===== src/bscan_map.svh =====
// offsets, field positions, reset values and counts of the lower boundary chain block
`ifndef BSCAN_MAP_SVH
`define BSCAN_MAP_SVH

// -----------------------------------------------------------------
// register word indices (byte address = index * 4)
// -----------------------------------------------------------------
`define CSR_IDX        6'h00
`define IRQ_ST_IDX     6'h01
`define IRQ_MASK_IDX   6'h02

// -----------------------------------------------------------------
// mcu_control_status fields
// -----------------------------------------------------------------
`define CSR_POR_BIT    0
`define CSR_EXT_BIT    1
`define CSR_BOD_BIT    2
`define CSR_WDT_BIT    3
`define CSR_TEST_RESET_FLAG_BIT   4
`define CSR_DIS_BIT    7
`define FLAGS_RESET    5'h01

// -----------------------------------------------------------------
// interrupt status / mask fields
// -----------------------------------------------------------------
`define IRQ_TRST_BIT   0
`define IRQ_DIS_BIT    1
`define IRQ_CAP_BIT    2
`define IRQ_UPD_BIT    3

// -----------------------------------------------------------------
// chain layout
// -----------------------------------------------------------------
`define CHAIN_LEN      82
`define NUM_PINS       23
`define CH_RST_LVL     72
`define CH_RST_HV      71
`define CH_OSCEN_HI    70
`define CH_OSCEN_LO    67
`define CH_OSCOBS_HI   66
`define CH_OSCOBS_LO   63
`define CH_TWI_EN      62
`define CH_TIMER_OSC_CELL        25
`define CH_TIMER_OSC_CELL_EN     24
`define SEG_A_PINS     8
`define SEG_CD_PINS    12
`define SEG_CD_BASE    26
`define SEG_B_BASE     73

// -----------------------------------------------------------------
// timing
// -----------------------------------------------------------------
`define TW_CYCLES      3'h4

`endif


===== src/bscan_pkg.sv =====
// types shared by the lower boundary chain block
package bscan_pkg;
  `include "bscan_map.svh"

  typedef struct packed {
    logic [`CHAIN_LEN-1:0] chain;
    logic [`CHAIN_LEN-1:0] upd;
    logic                  tck_q;
    logic                  tdo;
    logic                  dis;
    logic [4:0]            flags;
    logic [2:0]            tw_cnt;
    logic                  tw_val;
    logic [3:0]            irq_st;
    logic [3:0]            irq_mask;
    logic                  irq;
    logic                  dp_wr;
    logic [5:0]            dp_idx;
    logic [31:0]           rdata;
    logic                  hready;
    logic                  hresp;
    logic                  port_en;
    logic [3:0]            osc_en;
    logic                  twi_en;
    logic                  timer_osc_cell_en;
  } top_state_t;

  typedef struct packed {
    logic val;
    logic oe_n;
    logic pull;
  } pin_state_t;
endpackage : bscan_pkg


===== src/bscan_lower.sv =====
// lower boundary chain (cells 81..0), test port disable and reset source register
`timescale 1ns/1ps
`default_nettype none
`include "bscan_map.svh"
module bscan_lower
  import bscan_pkg::*;
(
  input  wire logic                 CLK,
  input  wire logic                 RESET,
  input  wire logic                 HSEL,
  input  wire logic [31:0]          HADDR,
  input  wire logic [1:0]           HTRANS,
  input  wire logic                 HWRITE,
  input  wire logic [2:0]           HSIZE,
  input  wire logic [31:0]          HWDATA,
  input  wire logic                 HREADY,
  output logic      [31:0]          HRDATA,
  output logic                      HREADYOUT,
  output logic                      HRESP,
  input  wire logic                 TCK,
  input  wire logic                 TDI,
  input  wire logic                 TAP_CAPTURE,
  input  wire logic                 TAP_SHIFT,
  input  wire logic                 TAP_UPDATE,
  input  wire logic                 TAP_EXTEST,
  input  wire logic                 TEST_RESET_REQ,
  input  wire logic                 TEST_PORT_FUSE,
  input  wire logic                 EXT_RST_EVT,
  input  wire logic                 BOD_RST_EVT,
  input  wire logic                 WDT_RST_EVT,
  input  wire logic                 RESET_PIN_LVL,
  input  wire logic                 RESET_HV_DET,
  input  wire logic [3:0]           CLK_OBS,
  input  wire logic                 TIMER_OSC_CELL_OBS,
  input  wire logic [`NUM_PINS-1:0] PIN_IN,
  input  wire logic [`NUM_PINS-1:0] CORE_VAL,
  input  wire logic [`NUM_PINS-1:0] CORE_DIR,
  input  wire logic [`NUM_PINS-1:0] CORE_PULL,
  input  wire logic [3:0]           CORE_OSC_EN,
  input  wire logic                 CORE_TWI_EN,
  input  wire logic                 CORE_TIMER_OSC_CELL_EN,
  output logic      [`NUM_PINS-1:0] PIN_OUT,
  output logic      [`NUM_PINS-1:0] PIN_OE_N,
  output logic      [`NUM_PINS-1:0] PIN_PULL,
  output logic      [3:0]           OSC_EN,
  output logic                      TWI_EN,
  output logic                      TIMER_OSC_CELL_EN,
  output logic                      TDO,
  output logic                      TEST_PORT_EN,
  output logic                      IRQ
);
  // ---------------------------------------------------------------
  // chain position of a pin's lowest cell (pull-up)
  // ---------------------------------------------------------------
  function automatic int pin_base(input int p);
    if (p < `SEG_A_PINS) begin
      pin_base = 3 * p;
    end else if (p < `SEG_A_PINS + `SEG_CD_PINS) begin
      pin_base = `SEG_CD_BASE + 3 * (p - `SEG_A_PINS);
    end else begin
      pin_base = `SEG_B_BASE + 3 * (p - `SEG_A_PINS - `SEG_CD_PINS);
    end
  endfunction : pin_base

  // ---------------------------------------------------------------
  // synchronisers for everything from outside this clock
  // ---------------------------------------------------------------
  logic [17:0]          ctl_s;
  logic [`NUM_PINS-1:0] pin_s;

  bscan_sync #(.W(18)) u_ctl_sync (
    .clk   (CLK),
    .reset (RESET),
    .d     ({TCK, TDI, TAP_CAPTURE, TAP_SHIFT, TAP_UPDATE, TAP_EXTEST,
             TEST_RESET_REQ, TEST_PORT_FUSE, EXT_RST_EVT, BOD_RST_EVT,
             WDT_RST_EVT, RESET_PIN_LVL, RESET_HV_DET, CLK_OBS, TIMER_OSC_CELL_OBS}),
    .q     (ctl_s)
  );

  bscan_sync #(.W(`NUM_PINS)) u_pin_sync (
    .clk   (CLK),
    .reset (RESET),
    .d     (PIN_IN),
    .q     (pin_s)
  );

  logic       tck_s;
  logic       tdi_s;
  logic       cap_s;
  logic       sh_s;
  logic       upd_s;
  logic       ext_s;
  logic       trst_s;
  logic       fuse_s;
  logic [2:0] rst_evt_s;
  logic       rst_lvl_s;
  logic       rst_hv_s;
  logic [3:0] clk_obs_s;
  logic       timer_osc_cell_s;

  assign {tck_s, tdi_s, cap_s, sh_s, upd_s, ext_s, trst_s, fuse_s, rst_evt_s,
          rst_lvl_s, rst_hv_s, clk_obs_s, timer_osc_cell_s} = ctl_s;

  // ---------------------------------------------------------------
  // state and decode
  // ---------------------------------------------------------------
  top_state_t s_r;
  top_state_t s_nxt;

  logic tck_rise;
  logic tck_fall;
  logic extest;
  logic addr_ok;
  logic csr_wr;
  logic st_wr;
  logic mask_wr;

  assign tck_rise = s_r.port_en & tck_s & ~s_r.tck_q;
  assign tck_fall = s_r.port_en & ~tck_s & s_r.tck_q;
  assign extest   = s_r.port_en & ext_s;
  assign addr_ok  = HSEL & HTRANS[1] & HREADY;
  assign csr_wr   = s_r.dp_wr && (s_r.dp_idx == `CSR_IDX);
  assign st_wr    = s_r.dp_wr && (s_r.dp_idx == `IRQ_ST_IDX);
  assign mask_wr  = s_r.dp_wr && (s_r.dp_idx == `IRQ_MASK_IDX);

  logic [7:0] csr_view;

  assign csr_view = {s_r.dis, 2'h0, s_r.flags};

  always_comb begin
    logic [4:0] flag_set;
    logic [4:0] flag_clr;
    logic [3:0] ev;
    logic [3:0] ev_clr;
    s_nxt        = s_r;
    flag_set     = 5'h00;
    flag_clr     = 5'h00;
    ev           = 4'h0;
    ev_clr       = 4'h0;
    s_nxt.tck_q  = tck_s;
    s_nxt.hready = 1'b1;
    s_nxt.hresp  = 1'b0;

    // -------------------------------------------------------------
    // chain: capture and shift on rising, output and update on falling
    // -------------------------------------------------------------
    if (tck_rise && cap_s) begin
      for (int p = 0; p < `NUM_PINS; p++) begin
        s_nxt.chain[pin_base(p) + 2] = pin_s[p];
        s_nxt.chain[pin_base(p) + 1] = CORE_DIR[p];
        s_nxt.chain[pin_base(p)]     = CORE_PULL[p];
      end
      s_nxt.chain[`CH_RST_LVL]                 = rst_lvl_s;
      s_nxt.chain[`CH_RST_HV]                  = rst_hv_s;
      s_nxt.chain[`CH_OSCEN_HI:`CH_OSCEN_LO]   = s_r.osc_en;
      s_nxt.chain[`CH_OSCOBS_HI:`CH_OSCOBS_LO] = clk_obs_s;
      s_nxt.chain[`CH_TWI_EN]                  = s_r.twi_en;
      s_nxt.chain[`CH_TIMER_OSC_CELL]                    = timer_osc_cell_s;
      s_nxt.chain[`CH_TIMER_OSC_CELL_EN]                 = s_r.timer_osc_cell_en;
      ev[`IRQ_CAP_BIT]                         = 1'b1;
    end else if (tck_rise && sh_s) begin
      s_nxt.chain = {tdi_s, s_r.chain[`CHAIN_LEN-1:1]};
    end
    if (tck_fall) begin
      s_nxt.tdo = s_r.chain[0];
      if (upd_s) begin
        s_nxt.upd          = s_r.chain;
        ev[`IRQ_UPD_BIT]   = 1'b1;
      end
    end
    if (!s_r.port_en) begin
      s_nxt.tdo = 1'b0;
    end

    // -------------------------------------------------------------
    // functional or test drive of the non-pin cells
    // -------------------------------------------------------------
    if (extest) begin
      s_nxt.osc_en  = s_r.upd[`CH_OSCEN_HI:`CH_OSCEN_LO];
      s_nxt.twi_en  = s_r.upd[`CH_TWI_EN];
      s_nxt.timer_osc_cell_en = s_r.upd[`CH_TIMER_OSC_CELL_EN];
    end else begin
      s_nxt.osc_en  = CORE_OSC_EN;
      s_nxt.twi_en  = CORE_TWI_EN;
      s_nxt.timer_osc_cell_en = CORE_TIMER_OSC_CELL_EN;
    end

    // -------------------------------------------------------------
    // test port disable with timed write
    // -------------------------------------------------------------
    s_nxt.port_en = fuse_s & ~s_r.dis;
    s_nxt.tw_cnt  = (s_r.tw_cnt != 3'h0) ? 3'(s_r.tw_cnt - 3'h1) : 3'h0;
    if (csr_wr) begin
      if ((s_r.tw_cnt != 3'h0) && (s_r.tw_val == HWDATA[`CSR_DIS_BIT])) begin
        s_nxt.dis    = s_r.tw_val;
        s_nxt.tw_cnt = 3'h0;
        if (s_r.dis != s_r.tw_val) begin
          ev[`IRQ_DIS_BIT] = 1'b1;
        end
      end else begin
        s_nxt.tw_val = HWDATA[`CSR_DIS_BIT];
        s_nxt.tw_cnt = `TW_CYCLES;
      end
      flag_clr = ~HWDATA[4:0];
    end

    // -------------------------------------------------------------
    // reset source flags, set wins over clear
    // -------------------------------------------------------------
    flag_set[`CSR_EXT_BIT]  = rst_evt_s[2];
    flag_set[`CSR_BOD_BIT]  = rst_evt_s[1];
    flag_set[`CSR_WDT_BIT]  = rst_evt_s[0];
    flag_set[`CSR_TEST_RESET_FLAG_BIT] = trst_s;
    s_nxt.flags = (s_r.flags & ~flag_clr) | flag_set;
    if (trst_s && !s_r.flags[`CSR_TEST_RESET_FLAG_BIT]) begin
      ev[`IRQ_TRST_BIT] = 1'b1;
    end

    // -------------------------------------------------------------
    // interrupts: sticky, write one to clear, masked level out
    // -------------------------------------------------------------
    if (st_wr) begin
      ev_clr = HWDATA[3:0];
    end
    if (mask_wr) begin
      s_nxt.irq_mask = HWDATA[3:0];
    end
    s_nxt.irq_st = (s_r.irq_st & ~ev_clr) | ev;
    s_nxt.irq    = |(s_nxt.irq_st & s_nxt.irq_mask);

    // -------------------------------------------------------------
    // bus: address phase capture, read data ready for data phase
    // -------------------------------------------------------------
    s_nxt.dp_wr  = addr_ok & HWRITE;
    s_nxt.dp_idx = HADDR[7:2];
    s_nxt.rdata  = 32'h0000_0000;
    if (addr_ok && !HWRITE) begin
      case (HADDR[7:2])
        `CSR_IDX:      s_nxt.rdata = {24'h00_0000, csr_view};
        `IRQ_ST_IDX:   s_nxt.rdata = {28'h000_0000, s_r.irq_st};
        `IRQ_MASK_IDX: s_nxt.rdata = {28'h000_0000, s_r.irq_mask};
        default:       s_nxt.rdata = 32'h0000_0000;
      endcase
    end
  end

  // power-on reset: the only reset that clears the test reset flag
  always_ff @(posedge CLK) begin
    if (RESET) begin
      s_r        <= '0;
      s_r.flags  <= `FLAGS_RESET;
      s_r.hready <= 1'b1;
    end else begin
      s_r <= s_nxt;
    end
  end

  // ---------------------------------------------------------------
  // pin cells
  // ---------------------------------------------------------------
  for (genvar p = 0; p < `NUM_PINS; p++) begin : g_pin
    localparam int B = pin_base(p);
    bscan_pin_cell u_cell (
      .clk       (CLK),
      .reset     (RESET),
      .extest    (extest),
      .upd       (s_r.upd[B+2:B]),
      .core_val  (CORE_VAL[p]),
      .core_dir  (CORE_DIR[p]),
      .core_pull (CORE_PULL[p]),
      .pin_out   (PIN_OUT[p]),
      .pin_oe_n  (PIN_OE_N[p]),
      .pin_pull  (PIN_PULL[p])
    );
  end

  assign HRDATA       = s_r.rdata;
  assign HREADYOUT    = s_r.hready;
  assign HRESP        = s_r.hresp;
  assign OSC_EN       = s_r.osc_en;
  assign TWI_EN       = s_r.twi_en;
  assign TIMER_OSC_CELL_EN      = s_r.timer_osc_cell_en;
  assign TDO          = s_r.tdo;
  assign TEST_PORT_EN = s_r.port_en;
  assign IRQ          = s_r.irq;
endmodule : bscan_lower
`default_nettype wire


===== src/bscan_sync.sv =====
// two flip-flop synchroniser for a bundle of levels
`timescale 1ns/1ps
`default_nettype none
module bscan_sync #(
  parameter int W = 1
) (
  input  wire logic         clk,
  input  wire logic         reset,
  input  wire logic [W-1:0] d,
  output logic      [W-1:0] q
);
  typedef struct packed {
    logic [W-1:0] s1;
    logic [W-1:0] s2;
  } sync_t;

  sync_t s_r;
  sync_t s_nxt;

  always_comb begin
    s_nxt    = s_r;
    s_nxt.s1 = d;
    s_nxt.s2 = s_r.s1;
  end

  always_ff @(posedge clk) begin
    if (reset) begin
      s_r <= '0;
    end else begin
      s_r <= s_nxt;
    end
  end

  assign q = s_r.s2;
endmodule : bscan_sync
`default_nettype wire


===== src/bscan_pin_cell.sv =====
// boundary cell of one port pin: functional or test drive of value, direction, pull-up
`timescale 1ns/1ps
`default_nettype none
module bscan_pin_cell
  import bscan_pkg::*;
(
  input  wire logic       clk,
  input  wire logic       reset,
  input  wire logic       extest,
  input  wire logic [2:0] upd,
  input  wire logic       core_val,
  input  wire logic       core_dir,
  input  wire logic       core_pull,
  output logic            pin_out,
  output logic            pin_oe_n,
  output logic            pin_pull
);
  pin_state_t s_r;
  pin_state_t s_nxt;

  // upd[2] value cell, upd[1] direction cell, upd[0] pull-up cell
  always_comb begin
    s_nxt = s_r;
    if (extest) begin
      s_nxt.val  = upd[2];
      s_nxt.oe_n = ~upd[1];
      s_nxt.pull = upd[0];
    end else begin
      s_nxt.val  = core_val;
      s_nxt.oe_n = ~core_dir;
      s_nxt.pull = core_pull;
    end
  end

  always_ff @(posedge clk) begin
    if (reset) begin
      s_r      <= '0;
      s_r.oe_n <= 1'b1;
    end else begin
      s_r <= s_nxt;
    end
  end

  assign pin_out  = s_r.val;
  assign pin_oe_n = s_r.oe_n;
  assign pin_pull = s_r.pull;
endmodule : bscan_pin_cell
`default_nettype wire


===== config.mk =====
export PLATFORM = sky130hd
export DESIGN_NAME = bscan_lower
export DESIGN_NICKNAME = d
export VERILOG_FILES = /design/src/bscan_pkg.sv /design/src/bscan_lower.sv /design/src/bscan_sync.sv /design/src/bscan_pin_cell.sv
export VERILOG_INCLUDE_DIRS = /design/src
export SDC_FILE = /design/constraint.sdc
export NUM_CORES = 1
export LEC_CHECK = 0
export ABC_AREA = 1
export BUFFER_PORTS_ARGS = -buffer_cell sky130_fd_sc_hd__buf_4
export CAP_MARGIN = 10
export CORE_MARGIN = 2
export CORE_UTILIZATION = 50
export CTS_BUF_LIST = sky130_fd_sc_hd__clkbuf_4 sky130_fd_sc_hd__clkbuf_8
export DETAILED_ROUTE_END_ITERATION = 10
export PLACE_DENSITY = 0.78
export SLEW_MARGIN = 30
export SYNTH_ARGS = -nofsm -noshare
export SYNTH_HDL_FRONTEND = slang
export SYNTH_SLANG_ARGS = --single-unit
export TNS_END_PERCENT = 5

===== constraint.sdc =====
create_clock -name CLK -period 1.37 [get_ports CLK]
set_input_delay 0.274 -clock CLK [delete_from_list [all_inputs] [get_ports CLK]]
set_output_delay 0.274 -clock CLK [all_outputs]
set_load 0.02 [all_outputs]

Word level (Yosys, flattened, before mapping)

Index checks and enable logic that the tools add are counted.

Register bits after elaboration: 384
Input bits: 190
Output and inout port bits: 112
Word-level logic and storage cells: 713

Add/sub/neg operators: 47
Magnitude comparators: 138
Eq/ne operators: 6
Muxes and demuxes: 271
Bitwise operators: 69
Reductions and logical operators: 89

Operators by type and width:

| operator                | count |
|---|---|
| $bwmux W82              | 69 |
| $ge A32 B1 Y1 const B   | 69 |
| $lt A32 B9 Y1 const B   | 69 |
| $add A32 B2 Y32 const B | 23 |
| $add A32 B3 Y32 const B | 23 |
| $mux W32                | 23 |
| $demux W1 S7            | 69 |
| $mux W82                | 2 |
| $logic_and A1 B1 Y1     | 77 |
| $mux W1                 | 77 |
| $mux W3                 | 25 |
| $not A1 Y1              | 52 |
| $pmux W8 S3             | 1 |
| $eq A6 B1 Y1 const B    | 2 |
| $eq A6 B2 Y1 const B    | 2 |
| $logic_not A6 Y1        | 2 |
| $mux W4                 | 3 |
| $not A5 Y5              | 2 |
| $and A1 B1 Y1           | 9 |
| $and A4 B4 Y4           | 2 |
| $mux W6                 | 1 |
| $reduce_and A2 Y1       | 3 |
| $and A5 B5 Y5           | 1 |
| $mux W5                 | 1 |
| 11 further kinds        | 13 |

Logic depth before layout (Yosys ltp)

Word-level depth: 79
Mapped depth: 10
Depth with buffers taken out: 10

Cells and area by module

A second synthesis with hierarchy kept.

Cell total of the unflattened synthesis: 1919
Area total of the unflattened synthesis: 13753.2 um^2

Modules (own cells, without submodules):

| module                  | times used | cells each | area an instance (um^2) | seq. area each (um^2) |
|---|---|---|---|---|
| bscan_lower             | 1          | 1204       | 8511.9                  | 3963.8 |
| bscan_pin_cell          | 23         | 20         | 125.1                   | 60.1 |
| bscan_sync (u_pin_sync) | 1          | 143        | 1322.5                  | 920.9 |
| bscan_sync (u_ctl_sync) | 1          | 112        | 1041.0                  | 720.7 |

Worst setup path after synthesis

No wires, ideal clock.

Kind: register -> register
Start point: register s_r, in the netlist TEST_PORT_EN
End point: register s_r[111] in the netlist's numbering
Library setup time: 117 ps
Arrival time: 1343 ps
Data required time: 1253 ps
Setup slack: -90 ps
Stages on the path, launching flop included: 8
Buffers on the path: 2
Period minus slack after synthesis: 1460 ps
Cells stage by stage: dfxtp_1 inv_2 nor3_2 nand2_2 buf_4 buf_2 o21ai_1 a21oi_1

Longest elaborated chain between the ends: 3

RTL lines:

| what                        | RTL line           | source |
|---|---|---|
| start: declaration          | bscan_lower.sv:107 | `top_state_t s_r;` |
| start signal: assignment    | bscan_lower.sv:254 | `s_r <= s_nxt;` |
| $and A1 B1 Y1 (2 in a row)  | bscan_lower.sv:119 | `assign tck_fall = s_r.port_en & ~tck_s & s_r.tck_q;` |
| $reduce_and A2 Y1 (no line) | --                 |  |

Every way passes these cells.
A chain may end at the register's enable or synchronous reset.

Worst setup path in the final report

Start point: register s_r[68] in the netlist's numbering
End point: register s_r[230] in the netlist's numbering

Longest elaborated chain between the ends: 4
Elaborated cells on any way between the ends: 6
Classes of those cells: mux: 1; bitwise: 2; reduce/logical: 3

RTL lines:

| what                                           | RTL line                               | source |
|---|---|---|
| $not A1 Y1 *                                   | bscan_lower.sv:118                     | `assign tck_rise = s_r.port_en & tck_s & ~s_r.tck_q;` |
| $and A1 B1 Y1 *                                | bscan_lower.sv:118                     |  |
| $logic_and A1 B1 Y1, on equally long branches  | bscan_lower.sv:147, bscan_lower.sv:161 |  |
| $mux W82 or $reduce_bool A2 Y1 (tied branches) | --                                     |  |

Every way passes the cells marked *; elsewhere a longest branch is shown, timed or not.

==> impl_metrics.env <==
export IMPL_status="finished, violations left"
export IMPL_placed_area_um2=14920
export IMPL_synth_area_per_cell_um2=7.648
export IMPL_ys_warn_count=0
export IMPL_final_hold_viol_count=0
export IMPL_grt_setup_unrepaired="true"
export IMPL_grt_util_met3_pct=5.313
export IMPL_cts_tree="done"
export IMPL_cts_sinks=349
export IMPL_fillers=2069
export IMPL_post_drt_wl_per_cell_um=14.68
export IMPL_cts_root_buffer="clkbuf_8"
export IMPL_r2r_setup_slack_ps=-80
export IMPL_num_rows=60
export IMPL_use_met2_pct=40.65
export IMPL_grt_usage_pct=23.30
export IMPL_ios=302
export IMPL_drt_total_wl_um=35260
export IMPL_vias=11810
export IMPL_cpLargestDelayFamily="simple AND/OR/NAND/NOR gates"
export IMPL_stdcell_area_um2=17710
export IMPL_chipWidth_um=168.4
export IMPL_worst_path_stages=9
export IMPL_cp_num_buf_inv=4
export IMPL_avgViaCountPerCell=4.918
export IMPL_r2r_start="s_r[68]"
export IMPL_violations="setup timing"
export IMPL_ys_async_sr_fraction_pct=0
export IMPL_power_clock_fraction_pct=42.8
export IMPL_clk_pin_slew_ps=60
export IMPL_core_um2=26730
export IMPL_r2r_end="s_r[230]"
export IMPL_leakage_nw=8.372
export IMPL_drtIter0Drc=781
export IMPL_die_area_um2=28340
export IMPL_fin_nets=2213
export IMPL_layout_setup_ws_ps=-76.61
export IMPL_layout_min_cycle_time_ps=1447
export IMPL_yosysTopAreaCellShare_pct=51.73
export IMPL_finalSetupViolCount=64
export IMPL_htreeDepth=2
export IMPL_crit_path_end_kind="register"
export IMPL_cts_buffer_depth=3
export IMPL_synth_distinct_cells=32
export IMPL_critPathMaxStageDelay_ps=330
export IMPL_drv_cap=0
export IMPL_ir_drop_mv=0.6715
export IMPL_drcViolationCount=0
export IMPL_post_route_period_util_pct=105.6
export IMPL_synth_seq_area_share_pct=51.73
export IMPL_grt_overflow_total=0
export IMPL_hold_path_depth=3
export IMPL_hp_class="in -> reg"
export IMPL_cp_max_fo=27
export IMPL_synthFlopType="dfxtp_1"
export IMPL_top_usage_layer="met2"
export IMPL_pwr_share_seq_pct=49.1
export IMPL_synth_common_cells="dfxtp_1 (349), nand2_1 (311), inv_1 (264)"
export IMPL_detail_route_antenna_nets=0
export IMPL_cpMostUsedCell="nand3_1"
export IMPL_firstDrtPassIters=6
export IMPL_start_util_pct=50.54
export IMPL_crit_path_start_kind="register"
export IMPL_internal_power_mw=16.57
export IMPL_ys_seq_elements=349
export IMPL_path_cells="inv_4 -> nand3_4 -> nor2_4 -> buf_12 -> clkbuf_16 -> nand3_1 -> nand3_1 -> nand2_1 -> inv_1"
export IMPL_min_to="g_pin[20].u_cell.pin_pull"
export IMPL_clock_fmax_mhz=691.3
export IMPL_drive_gt1_share_pct=20.61
export IMPL_synthTopCellsByArea="dfxtp_1 (52%), nand2_1 (8.6%), inv_1 (7.3%), buf_4 (6.3%), nand3_1 (6.2%)"
export IMPL_setup_tns_ps=-1484
export IMPL_hp_start="CORE_PULL[20]"
export IMPL_grt_use_met1_pct=27.62
export IMPL_crit_path_top_delay_cell="dfxtp_2"
export IMPL_p_switching_mw=4.827
export IMPL_slew_violations=0
export IMPL_timing_critical_path_from="s_r[68]"
export IMPL_grt_max_degree=81
export IMPL_crit_type="reg -> reg"
export IMPL_cp_data_required_time_ps=1870
export IMPL_syn_to_final_growth_pct=31.13
export IMPL_yosysMostFrequentCell="dfxtp_1"
export IMPL_finClkSkew_ps=13.78
export IMPL_post_route_util_pct=66.27
export IMPL_power_frac_comb_pct=8.1
export IMPL_cts_buffers=55
export IMPL_synth_edf_count=0
export IMPL_arrival_ps=1950
export IMPL_dpl_hpwl_um=19610
export IMPL_port_buffers=217
export IMPL_die_h_um=168.4
export IMPL_grt_pass1_vias=11520
export IMPL_power_density_nw_per_um2=1208
export IMPL_mappedNetlistArea_um2=13510
export IMPL_syn_inst=1766
export IMPL_clock_latency_ps=560
export IMPL_r2r_cells=9
export IMPL_grt_first_pass_wirelength_um=54600
export IMPL_antenna_found_initial=4
export IMPL_yosysTopAreaCell="dfxtp_1"
export IMPL_netSwitchingFraction_pct=22.56
export IMPL_preCtsSetupSlack_ps=-64.25
export IMPL_gp_congestion=0.8125
-- cells in the final DEF, fill, tap and decap left out, drive strengths merged, types with 28 or more instances in the layout --
cell type,count
conb,28
nor2,132
inv,270
nand3,168
dfxtp,349
clkbuf,95
a21oi,154
nand2,312
buf,261
dlygate4sd3,112
o21ai,152
-- layout make-up --
cell class	count	area [um^2]	share of cell area [%]
Tap cell	341	426.7	2.409
Clock buffer	89	1119	6.316
Inverter	271	1045	5.899
Sequential cell	349	7007	39.56
Clock inverter	5	50.05	0.2826
Multi-Input combinational cell	964	4489	25.35
Antenna cell	4	10.01	0.05652
Timing Repair Buffer	379	3565	20.13
-- worst max path at each step --
stage,endpoint
final,s_r[230]
after global placement,IRQ
after detailed placement,s_r[78]
after global routing,IRQ
after floorplan,s_r[111]
after CTS,TEST_PORT_EN
-- power by group through the flow --
stage                     Clock [mW]  Combinational, mW  Sequential (mW)
after floorplan                    0              0.896             10.7
after global placement             0               1.36             10.7
after detailed placement           0               1.38             10.7
after CTS                       9.29               1.65             10.5
after global routing            9.81               1.86             10.5
final                           9.16               1.73             10.5
-- state kept, by name (all words and copies together), names as in the netlist --
signal,count
TEST_PORT_EN,1
TDO,1
u_pin_sync.q,23
u_pin_sync.s_nxt,23
IRQ,1
OSC_EN,4
g_pin.u_cell.pin_pull,23
TWI_EN,1
u_ctl_sync.s_nxt,18
HRDATA,6
csr_view,6
g_pin.u_cell.pin_out,23
u_ctl_sync.q,18
TIMER_OSC_CELL_EN,1
g_pin.u_cell.pin_oe_n,23
s_r,177
-- stage by stage --
stage / hold WS [ps] / power [mW] / cells
after CTS: 1.191 / 21.44 / 2387
after global routing: 16.11 / 22.20 / 2402
final: 29.25 / 21.40 / 2402
after global placement: 389.2 / 12.07 / 2180
after detailed placement: 391.6 / 12.10 / 2180
after floorplan: 381.0 / 11.59 / 1792
-- worst reg2reg max path: cells and delay by family (launching register included) --
kind	cells	cell delay, ps
AND/OR/NAND/NOR	5	530
buffers and inverters	4	520
flip-flops	1	330
-- timing repair --
| action | 4_1_cts | 5_1_grt |
|---|---|---|
| gates resized for setup | 12 | 75 |
| endpoints found under the setup margin | 111 | 178 |
| endpoints found under the hold margin | 122 | 0 |
| pin swaps | 1 | 19 |
| hold buffers | 112 | 0 |
| gates cloned | 0 | 7 |
| buffers inserted | 1 | 4 |
-- kinds of logic (layout without fill, tap and decap cells) --
group,after synthesis,after routing,share of synthesized area (%)
simple gates,620,620,19.17
buf+inv,479,744,16.99
flops,349,349,51.73
compound gates,312,312,11.72
xor+xnor,1,1,0.06486
fa+ha+maj,3,3,0.2779
other cells,2,32,0.05560
-- metal layers --
layer | vias to the layer above | share of wire, % | routed length, um
li1 | 5882 | - | -
met1 | 5385 | 41 | 14520
met2 | 460 | 49 | 17160
met3 | 85 | 7.1 | 2492
met4 | 0 | 3.1 | 1088
met5 | - | 0 | 0
No activity file was read; power rests on OpenSTA's default activity.
